<file path="src/logic/sar_adc_pkg.sv">
// Purpose: Shared constants for the successive approximation conversion control.
// Assumes: Core clock of 100 MHz; converter clock, start and comparator arrive as pins.
// Notes: Host-side timing figures are kept here so the margins can be checked against the clock.
package sar_adc_pkg;

  localparam int RES_BITS = 10;
  localparam int IDX_W = 4;
  localparam logic [RES_BITS-1:0] RESULT_RESET = 10'h000;
  localparam logic [RES_BITS-1:0] APPROX_INIT = 10'h200;
  localparam logic [IDX_W-1:0] MSB_IDX = 4'h9;
  localparam logic [IDX_W-1:0] LSB_IDX = 4'h0;

  // Pin inputs and their positions in the synchroniser bank.
  localparam int PIN_COUNT = 3;
  localparam int PIN_CONV_CLK = 0;
  localparam int PIN_START_N = 1;
  localparam int PIN_COMP_BELOW = 2;
  localparam logic [PIN_COUNT-1:0] PIN_RESET = 3'h3;

  // Core clock and host-side start pulse timing.
  localparam int CLK_PERIOD_NS = 10;
  localparam int START_LEAD_NS = 2000;
  localparam int START_LEAD_CYC = (START_LEAD_NS + CLK_PERIOD_NS - 1) / CLK_PERIOD_NS;
  localparam int START_GUARD_NS = 200;
  localparam int START_GUARD_CYC = START_GUARD_NS / CLK_PERIOD_NS;

  // Serial bit buffer geometry.
  localparam int BUF_WIDTH = 1;
  localparam int BUF_DEPTH = 2;

  typedef enum logic [1:0] {
    ST_IDLE = 2'b00,
    ST_ARM = 2'b01,
    ST_CONV = 2'b11,
    ST_TAIL = 2'b10
  } conv_state_e;

endpackage

</file>
<file path="src/logic/sar_bit_buffer.sv">
// Purpose: Two-entry buffer for decided result bits on their way to the serial output.
// Assumes: Single clock, synchronous active-low reset, clock enable freezes all state.
// Notes: Full and empty are exact, so the conversion stalls rather than drop a bit.
`timescale 1ns/1ps
module sar_bit_buffer
  import sar_adc_pkg::*;
#(
  parameter int WIDTH = BUF_WIDTH,
  parameter int DEPTH = BUF_DEPTH
) (
  input wire logic clk,
  input wire logic nrst,
  input wire logic ce,
  input wire logic inValid,
  output logic inReady,
  input wire logic [WIDTH-1:0] inData,
  output logic outValid,
  input wire logic outReady,
  output logic [WIDTH-1:0] outData
);

  localparam int PW = $clog2(DEPTH);

  logic [WIDTH-1:0] mem_reg [DEPTH];
  logic [PW-1:0] wrPtr_reg;
  logic [PW-1:0] rdPtr_reg;
  logic [PW:0] count_reg;
  logic [PW-1:0] wrPtr_next;
  logic [PW-1:0] rdPtr_next;
  logic [PW:0] count_next;
  wire push;
  wire pop;

  assign inReady = (count_reg != (PW+1)'(DEPTH));
  assign outValid = (count_reg != '0);
  assign outData = mem_reg[rdPtr_reg];
  assign push = inValid & inReady;
  assign pop = outValid & outReady;
  assign wrPtr_next = (wrPtr_reg == PW'(DEPTH - 1)) ? '0 : wrPtr_reg + 1'b1;
  assign rdPtr_next = (rdPtr_reg == PW'(DEPTH - 1)) ? '0 : rdPtr_reg + 1'b1;
  assign count_next = count_reg + (PW+1)'(push) - (PW+1)'(pop);

  always_ff @(posedge clk) begin
    if (!nrst) begin
      wrPtr_reg <= '0;
      rdPtr_reg <= '0;
      count_reg <= '0;
    end else if (ce) begin
      if (push) begin
        wrPtr_reg <= wrPtr_next;
      end
      if (pop) begin
        rdPtr_reg <= rdPtr_next;
      end
      count_reg <= count_next;
    end
  end

  // Storage needs no reset; empty entries are never presented as valid.
  always_ff @(posedge clk) begin
    if (ce && push) begin
      mem_reg[wrPtr_reg] <= inData;
    end
  end

endmodule // sar_bit_buffer

</file>
<file path="src/logic/sar_adc_conversion_control.sv">
// Purpose: Control logic of a 10-bit successive approximation converter.
// Assumes: Converter clock, start and comparator decision arrive as asynchronous pins.
// Notes: All pins pass a three-stage synchroniser, so actions lag the pin edges by a few cycles.
`timescale 1ns/1ps

// Overview of operation
// - Ten-bit result by successive approximation.
// - Start loads MSB one, others zero.
// - Status goes low when conversion starts.
// - First falling edge decides the MSB.
// - Each edge decides one bit, trials next.
// - Status rises on eleventh falling edge.
// - Decided bits leave serially with strobe.
module sar_adc_conversion_control
  import sar_adc_pkg::*;
(
  input wire logic clk,
  input wire logic nrst,
  input wire logic ce,
  input wire logic convClk,
  input wire logic startN,
  input wire logic compBelow,
  input wire logic serialReady,
  output logic [RES_BITS-1:0] result,
  output logic status,
  output logic serialData,
  output logic serial_bit_strobe,
  output logic bufferStall
);

  // Pin synchronisers: a change is accepted only once stages two and three agree.
  logic [PIN_COUNT-1:0] pinsIn;
  logic [PIN_COUNT-1:0] sync1_reg;
  logic [PIN_COUNT-1:0] sync2_reg;
  logic [PIN_COUNT-1:0] sync3_reg;
  logic [PIN_COUNT-1:0] filt_reg;
  logic [PIN_COUNT-1:0] filtPrev_reg;

  assign pinsIn[PIN_CONV_CLK] = convClk;
  assign pinsIn[PIN_START_N] = startN;
  assign pinsIn[PIN_COMP_BELOW] = compBelow;

  genvar gi;
  generate
    for (gi = 0; gi < PIN_COUNT; gi++) begin : g_sync
      always_ff @(posedge clk) begin
        if (!nrst) begin
          sync1_reg[gi] <= PIN_RESET[gi];
          sync2_reg[gi] <= PIN_RESET[gi];
          sync3_reg[gi] <= PIN_RESET[gi];
          filt_reg[gi] <= PIN_RESET[gi];
          filtPrev_reg[gi] <= PIN_RESET[gi];
        end else if (ce) begin
          sync1_reg[gi] <= pinsIn[gi];
          sync2_reg[gi] <= sync1_reg[gi];
          sync3_reg[gi] <= sync2_reg[gi];
          if (sync2_reg[gi] == sync3_reg[gi]) begin
            filt_reg[gi] <= sync3_reg[gi];
          end
          filtPrev_reg[gi] <= filt_reg[gi];
        end
      end
    end
  endgenerate

  wire convFall;
  wire startLow;
  wire startFall;
  wire compIsBelow;

  assign convFall = filtPrev_reg[PIN_CONV_CLK] & ~filt_reg[PIN_CONV_CLK];
  assign startFall = filtPrev_reg[PIN_START_N] & ~filt_reg[PIN_START_N];
  assign startLow = ~filt_reg[PIN_START_N];
  assign compIsBelow = filt_reg[PIN_COMP_BELOW];

  // Conversion sequencer.
  conv_state_e state_reg;
  conv_state_e state_next;
  logic [RES_BITS-1:0] approx_reg;
  logic [RES_BITS-1:0] approx_next;
  logic [IDX_W-1:0] bitIdx_reg;
  logic [IDX_W-1:0] bitIdx_next;
  logic status_reg;
  logic status_next;
  logic pendFall_reg;
  logic pendFall_next;

  // A falling converter edge that meets a full buffer is held here until there is room.
  wire fallSeen;
  wire bufInReady;
  wire decideNow;
  wire tailNow;
  wire consume;
  wire decidedBit;
  wire lastBit;
  logic [RES_BITS-1:0] decideMask;
  logic [RES_BITS-1:0] trialMask;

  assign fallSeen = convFall | pendFall_reg;
  assign decideNow = (state_reg == ST_CONV) & fallSeen & bufInReady;
  assign tailNow = (state_reg == ST_TAIL) & fallSeen;
  assign consume = decideNow | tailNow;
  assign decidedBit = ~compIsBelow;
  assign lastBit = (bitIdx_reg == LSB_IDX);
  assign decideMask = RES_BITS'(1) << bitIdx_reg;
  assign trialMask = lastBit ? '0 : (decideMask >> 1);

  always_comb begin
    state_next = state_reg;
    approx_next = approx_reg;
    bitIdx_next = bitIdx_reg;
    status_next = status_reg;
    pendFall_next = (state_reg == ST_CONV) ? (fallSeen & ~consume) : 1'b0;
    if (startLow) begin
      // Start held low keeps the register initialised; edges only act after release.
      state_next = ST_ARM;
      approx_next = APPROX_INIT;
      bitIdx_next = MSB_IDX;
      status_next = 1'b0;
    end else begin
      unique case (state_reg)
        ST_IDLE: begin
          state_next = ST_IDLE;
        end
        ST_ARM: begin
          state_next = ST_CONV;
        end
        ST_CONV: begin
          if (decideNow) begin
            // Decide the current bit and place the trial one below it on the same edge.
            approx_next = (decidedBit ? approx_reg : (approx_reg & ~decideMask)) | trialMask;
            bitIdx_next = lastBit ? LSB_IDX : bitIdx_reg - 1'b1;
            if (lastBit) begin
              state_next = ST_TAIL;
            end
          end
        end
        ST_TAIL: begin
          if (tailNow) begin
            status_next = 1'b1;
            state_next = ST_IDLE;
          end
        end
      endcase
    end
  end

  always_ff @(posedge clk) begin
    if (!nrst) begin
      state_reg <= ST_IDLE;
      approx_reg <= RESULT_RESET;
      bitIdx_reg <= MSB_IDX;
      status_reg <= 1'b1;
      pendFall_reg <= 1'b0;
    end else if (ce) begin
      state_reg <= state_next;
      approx_reg <= approx_next;
      bitIdx_reg <= bitIdx_next;
      status_reg <= status_next;
      pendFall_reg <= pendFall_next;
    end
  end

  // Serial stream: decided bits queue in a small buffer so a slow receiver loses nothing.
  wire bufOutValid;
  wire bufPop;
  logic [BUF_WIDTH-1:0] bufOutData;
  logic [BUF_WIDTH-1:0] bufInData;
  logic popDly_reg;

  assign bufInData = BUF_WIDTH'(decidedBit);
  // Pops are spaced two cycles apart, so the data never moves while the strobe is high.
  // This halves the serial rate, which is still far above the converter edge rate.
  assign bufPop = bufOutValid & serialReady & ~popDly_reg;

  sar_bit_buffer #(
    .WIDTH(BUF_WIDTH),
    .DEPTH(BUF_DEPTH)
  ) u_bit_buffer (
    .clk(clk),
    .nrst(nrst),
    .ce(ce),
    .inValid(decideNow),
    .inReady(bufInReady),
    .inData(bufInData),
    .outValid(bufOutValid),
    .outReady(bufPop),
    .outData(bufOutData)
  );

  logic serialData_reg;
  logic strobe_reg;
  logic stall_reg;
  wire stallNow;

  assign stallNow = (state_reg == ST_CONV) & fallSeen & ~bufInReady;

  // Data is loaded one cycle ahead of the strobe so it is settled at the strobe's rising edge.
  always_ff @(posedge clk) begin
    if (!nrst) begin
      serialData_reg <= 1'b0;
      popDly_reg <= 1'b0;
      strobe_reg <= 1'b0;
      stall_reg <= 1'b0;
    end else if (ce) begin
      if (bufPop) begin
        serialData_reg <= bufOutData[0];
      end
      popDly_reg <= bufPop;
      strobe_reg <= popDly_reg;
      stall_reg <= stallNow;
    end
  end

  assign result = approx_reg;
  assign status = status_reg;
  assign serialData = serialData_reg;
  assign serial_bit_strobe = strobe_reg;
  assign bufferStall = stall_reg;

endmodule // sar_adc_conversion_control

</file>
<file path="config.mk">
export PLATFORM = sky130hd
export DESIGN_NAME = sar_adc_conversion_control
export DESIGN_NICKNAME = d
export VERILOG_FILES = /design/src/logic/sar_adc_pkg.sv /design/src/logic/sar_bit_buffer.sv /design/src/logic/sar_adc_conversion_control.sv
export SDC_FILE = /design/constraint.sdc
export NUM_CORES = 1
export LEC_CHECK = 0
export ABC_AREA = 1
export BUFFER_PORTS_ARGS = -buffer_cell sky130_fd_sc_hd__buf_2
export CAP_MARGIN = 20
export CORE_MARGIN = 1
export CORE_UTILIZATION = 50
export CTS_BUF_LIST = sky130_fd_sc_hd__clkbuf_4
export CTS_CLUSTER_SIZE = 8
export DETAILED_ROUTE_END_ITERATION = 6
export PLACE_DENSITY = 0.7
export SKIP_CTS_REPAIR_TIMING = 1
export SLEW_MARGIN = 20
export SYNTH_ARGS = -nofsm -noshare
export SYNTH_HDL_FRONTEND = slang
export SYNTH_SLANG_ARGS = --single-unit
</file>
<file path="constraint.sdc">
create_clock -name clk -period 2.1 [get_ports clk]
set_input_delay 0 -clock clk [delete_from_list [all_inputs] [get_ports clk]]
set_output_delay 0 -clock clk [all_outputs]
set_load 0.005 [all_outputs]
</file>
# Word-level counts from Yosys, hierarchy flattened
# Memories as Yosys holds them, arrays and structs flattened. A register that Yosys moved wholly into a read port is not among the register bits.
# Index checks and enable logic that the tools add are counted.
# classes
n_addsub	5
eq_ne	14
shift	1
n_mux	22
bitwise_logic	20
reduce_logical	14
# op_table
op	count
two-way mux 10 bit	4
two-way mux 4 bit	4
AND reduction 2 bit	6
AND 1 bit	10
AND 10 bit	1
inverter 10 bit	1
bitwise OR 10 x 9 -> 10 bit	1
<< shifter 1 x 4 -> 10 bit, first input constant	1
two-way mux 9 bit	1
inequality test 3 bit, second input constant	3
two-way mux 1 bit	8
two-way mux 2 bit	4
inequality test 2 x 1 -> 1 bit, second input constant	4
one-hot mux 2 bit (4 select lines)	1
AND reduction 3 bit	2
inverter 1 bit	5
== test 2 bit, second input constant	2
zero test 4 bit	1
AND reduction 4 bit	1
subtractor 4 x 1 -> 4 bit, second input constant	1
== test 1 bit	3
adder 1 bit, second input constant	2
adder 2 x 1 -> 2 bit	1
== test 2 x 1 -> 1 bit, second input constant	1
7 further kinds	8
# word_totals
regBits	38
mem_bits_rw	2
inputBits	7
output_inout_bits	14
wordCells	101
memories	1
# memory_table
name	words	width	rd	rd_clocked_by_memory_dff	wr	line	text
u_bit_buffer.mem_reg	2	1	1	1	1	sar_bit_buffer.sv:24	logic [WIDTH-1:0] mem_reg [DEPTH];

# Depth between registers and ports, before layout
# depth
ltp_word	9
depth_mapped	10
mapped_depth_nobuf	10

# Hierarchy
# Synthesis repeated with hierarchy kept, for this count alone.
# hier_totals
cells_unflattened	276
area_unflattened_um2	1946.9
# modules_own_cells
mod	instances	cells_per_inst	area_each_um2	seq_area_each_um2
sar_adc_conversion_control	1	227	1569.0	700.7
sar_bit_buffer	1	49	377.9	160.2

# Least setup slack after synthesis
# Ideal clock, no wire load.
# synth_timing
path_type	reg-to-reg
from	reg u_bit_buffer.count_reg[1]
to	reg u_bit_buffer.count_reg[1]
setup_ns	0.070
arrival_ns	1.458
required_ns	2.030
setup_slack_ns	0.573
stages_incl_launch_ff	10
n_path_buf	0
synth_period_minus_slack_ns	1.527
cell_sequence	dfxtp_1 > o21ai_0 > nor2_1 > ha_1 > inv_1 > ha_1 > a21oi_1 > o21a_1 > o21ai_0 > a21oi_1
# synth_via
elab_chain_cells	5
elab_cells_between_ends	9
classes_between	add/sub: 2; eq/ne: 1; bitwise: 5; reduce/logical: 1
# synth_lines
item	line	text
from (decl)	sar_bit_buffer.sv:27	logic [PW:0] count_reg;
from (signal assigned)	sar_bit_buffer.sv:55	count_reg <= count_next;
inequality test 2 bit or nonzero test 2 bit (tied branches)	sar_bit_buffer.sv:34, sar_bit_buffer.sv:35	
AND 1 bit, on equally long branches	sar_adc_conversion_control.sv:100, sar_adc_conversion_control.sv:174	
AND 1 bit, on equally long branches	sar_bit_buffer.sv:37, sar_adc_conversion_control.sv:174	
adder 2 x 1 -> 2 bit or AND 1 bit (tied branches)	sar_bit_buffer.sv:41, sar_bit_buffer.sv:38	
subtractor 2 x 1 -> 2 bit *	sar_bit_buffer.sv:41	assign count_next = count_reg + (PW+1)'(push) - (PW+1)'(pop);
# Mark *: on every way between the ends. The rest lies on a longest branch, timed or not.
# A chain may end at the register's enable or synchronous reset.

# Worst setup path after layout
# Same ends and word-level chain as after synthesis.

==> results.toml <==
[worst_setup_path]
critPathMaxStageDelay_ns = 0.40
cpMaxStageDelayCell = "dfxtp_1"
crit_fanout = 4
critical_path.startpoint_type = "register"
critPathKind = "register to register"
worstPathCellList = "o21ai_0 -> nor2_1 -> ha_1 -> inv_1 -> ha_1 -> a21oi_1 -> o21a_1 -> o21ai_0 -> a21oi_1"
crit_path_end_kind = "register"
required_ns = 2.35
critPathArrivalTime_ns = 1.93

[routing]
via_count = 1673
post_drt_wl_per_cell_um = 11.0
drt-vias-per-instance = 5.05
first_iter_violations = 114
ant_nets = 0
wirelength_um = 3630
drc_errors = 0
dr.pass1.iters = 4

[timing]
finalHoldViolations = 0
finalClockSkew_ns = 0.0108
setup_viol = 0
period_needed_ns = 1.68
slew_viol_final = 0
worst_slew_pin_slew_ns = 0.525
setup_tns_ns = 0
grt_setup_unrepaired = "false"
fmax_mhz = 595
final.setup.worst_slack_ns = 0.419
post-route-period-util = 0.801
max_slew_margin = 0.649

[synth]
syn_area_um2 = 1960
syn_nets = 267
netlist-cell-type-count = 29
yosysTopAreaCell = "dfxtp_1"
syn_inst = 258
ys.flop_type = "dfxtp_1"
ys_seq_elements = 41
ys_seq_area_frac = 0.430
synthArstFlopShare = 0
synth_area_leaders = "dfxtp_1 40%, nand2_1 13%, o21ai_0 6.1%, a21oi_1 4.3%, nand3_1 4.3%"
synth_most_common_cell = "nand2_1"
synth_edf_count = 2
synth_top_area_share = 0.399
synth_common_cells = "68 x nand2_1, 39 x dfxtp_1, 24 x o21ai_0"
yosysWarnings = 0
syn_avg_cell_area_um2 = 7.58

[clock_tree]
worstSkewPairLatency_ns = 0.36
clock-sinks = 41
htreeDepth = 2
clockRootBuffer = "clkbuf_4"
cts.clk_slew.worst_paths_ns = 0.11
cts_buffer_depth = 2
cts_tree = "done"
cts_buffers = 5

[place]
hpwl_um = 2520
gp_congestion = 0.772
place_ws_ns = 0.434
io_buffers = 20

[grt]
grt_usage = 0.204
grt-ovfl-total = 0
grt_pass1_vias = 1529
grt_max_degree = 25
grt_pass1_wl_um = 6600
antenna_found_initial = 0

[power]
power.leakage_nw = 0.949
vdd_drop_max_mv = 0.387
p_per_area_nw_per_um2 = 619

[finish]
layout-drive-gt1-share = 0.226
register_area_um2 = 841
area_growth_pct = 10.4
multi_input_area_um2 = 961
diodes = 0
layout.nets = 291
largest_reg_flops = 10
nFillCells = 362

[floorplanning]
die_area_um2 = 4170
core_area_um2 = 3720
die_x_um = 64.6
rows = 22
die_h_um = 64.6
start_util = 0.527
io_pins = 21

[run]
cap_violations = 0

[outcome]
status = "completed"

[min_path]
hp-class = "input pin to register"
[cell usage in the layout, fill, tap and decap left out, types with 6 or more instances in the layout]
cell / n
dfxtp_1: 39
a21oi_2: 8
nand2_2: 11
clkbuf_4: 6
nand3_1: 17
a21oi_1: 17
nand2_1: 68
inv_1: 17
buf_2: 20
o21ai_0: 24
nor2_1: 20
[layer usage]
layer	part of all wire	routed length [um]	global-route usage	vias to the layer above
met5	0	0	0	-
met4	0.014	52	0.0750	0
met3	0.039	142	0.0528	4
met2	0.46	1680	0.339	27
met1	0.48	1750	0.253	753
li1	-	-	-	889
[critical path: cells and delay by family, from the launching register on]
| family | cells | cell delay, ns |
|---|---|---|
| buffers and inverters | 1 | 0.06 |
| AOI/OAI and AO/OA | 5 | 0.53 |
| and+or+nand+nor | 1 | 0.18 |
| DFF | 1 | 0.40 |
| adders and majority gates | 2 | 0.43 |
[path summary, 6_finish.rpt]
path	startpoint	to	slack, ns	cells past startpoint
worst max-delay path	u_bit_buffer.count_reg[1]	u_bit_buffer.count_reg[1]	0.42	9
worst min-delay path	serialReady	serialData	0.04	5
worst max register to register	u_bit_buffer.count_reg[1]	u_bit_buffer.count_reg[1]	0.42	9
worst min register to register	serial_bit_strobe	serial_bit_strobe	0.47	2
[where the power goes]
part / total, mW / leakage [nW] / internal [mW] / switching (mW)
clock network: 0.396 / 0.0354 / 0.141 / 0.255
registers: 0.824 / 0.329 / 0.806 / 0.0174
logic: 0.118 / 0.584 / 0.0439 / 0.0740
total: 1.34 / 0.949 / 0.991 / 0.346
[metrics by stage]
step                std cells   util  hold slack, ns  power [mW]  area [um2]
floorplan                 258      -           0.126       0.929        1960
global placement          320  0.559           0.213       0.953        2080
detailed placement        320  0.559           0.218       0.956        2080
CTS                       328  0.573          -0.162        1.35        2130
global route              331  0.581          0.0555        1.41        2160
finish                    331  0.581          0.0367        1.34        2160
[cell families (layout without fill, tap and decap cells)]
| family | after synthesis | in the layout | share of synthesized area |
|---|---|---|---|
| fa+ha+maj | 2 | 2 | 0.0128 |
| buf+inv | 31 | 56 | 0.0793 |
| simple gates | 129 | 129 | 0.315 |
| compound gates | 55 | 55 | 0.163 |
| flops | 41 | 41 | 0.430 |
[area by class of cell]
type	count	share of cell area
Inverter	21	0.0388
Sequential cell	41	0.389
Timing Repair Buffer	27	0.0741
Multi-Input combinational cell	186	0.445
Clock buffer	6	0.0208
Clock inverter	2	0.00463
Tap cell	48	0.0278
Note: power is estimated with default switching activity, not from simulation.
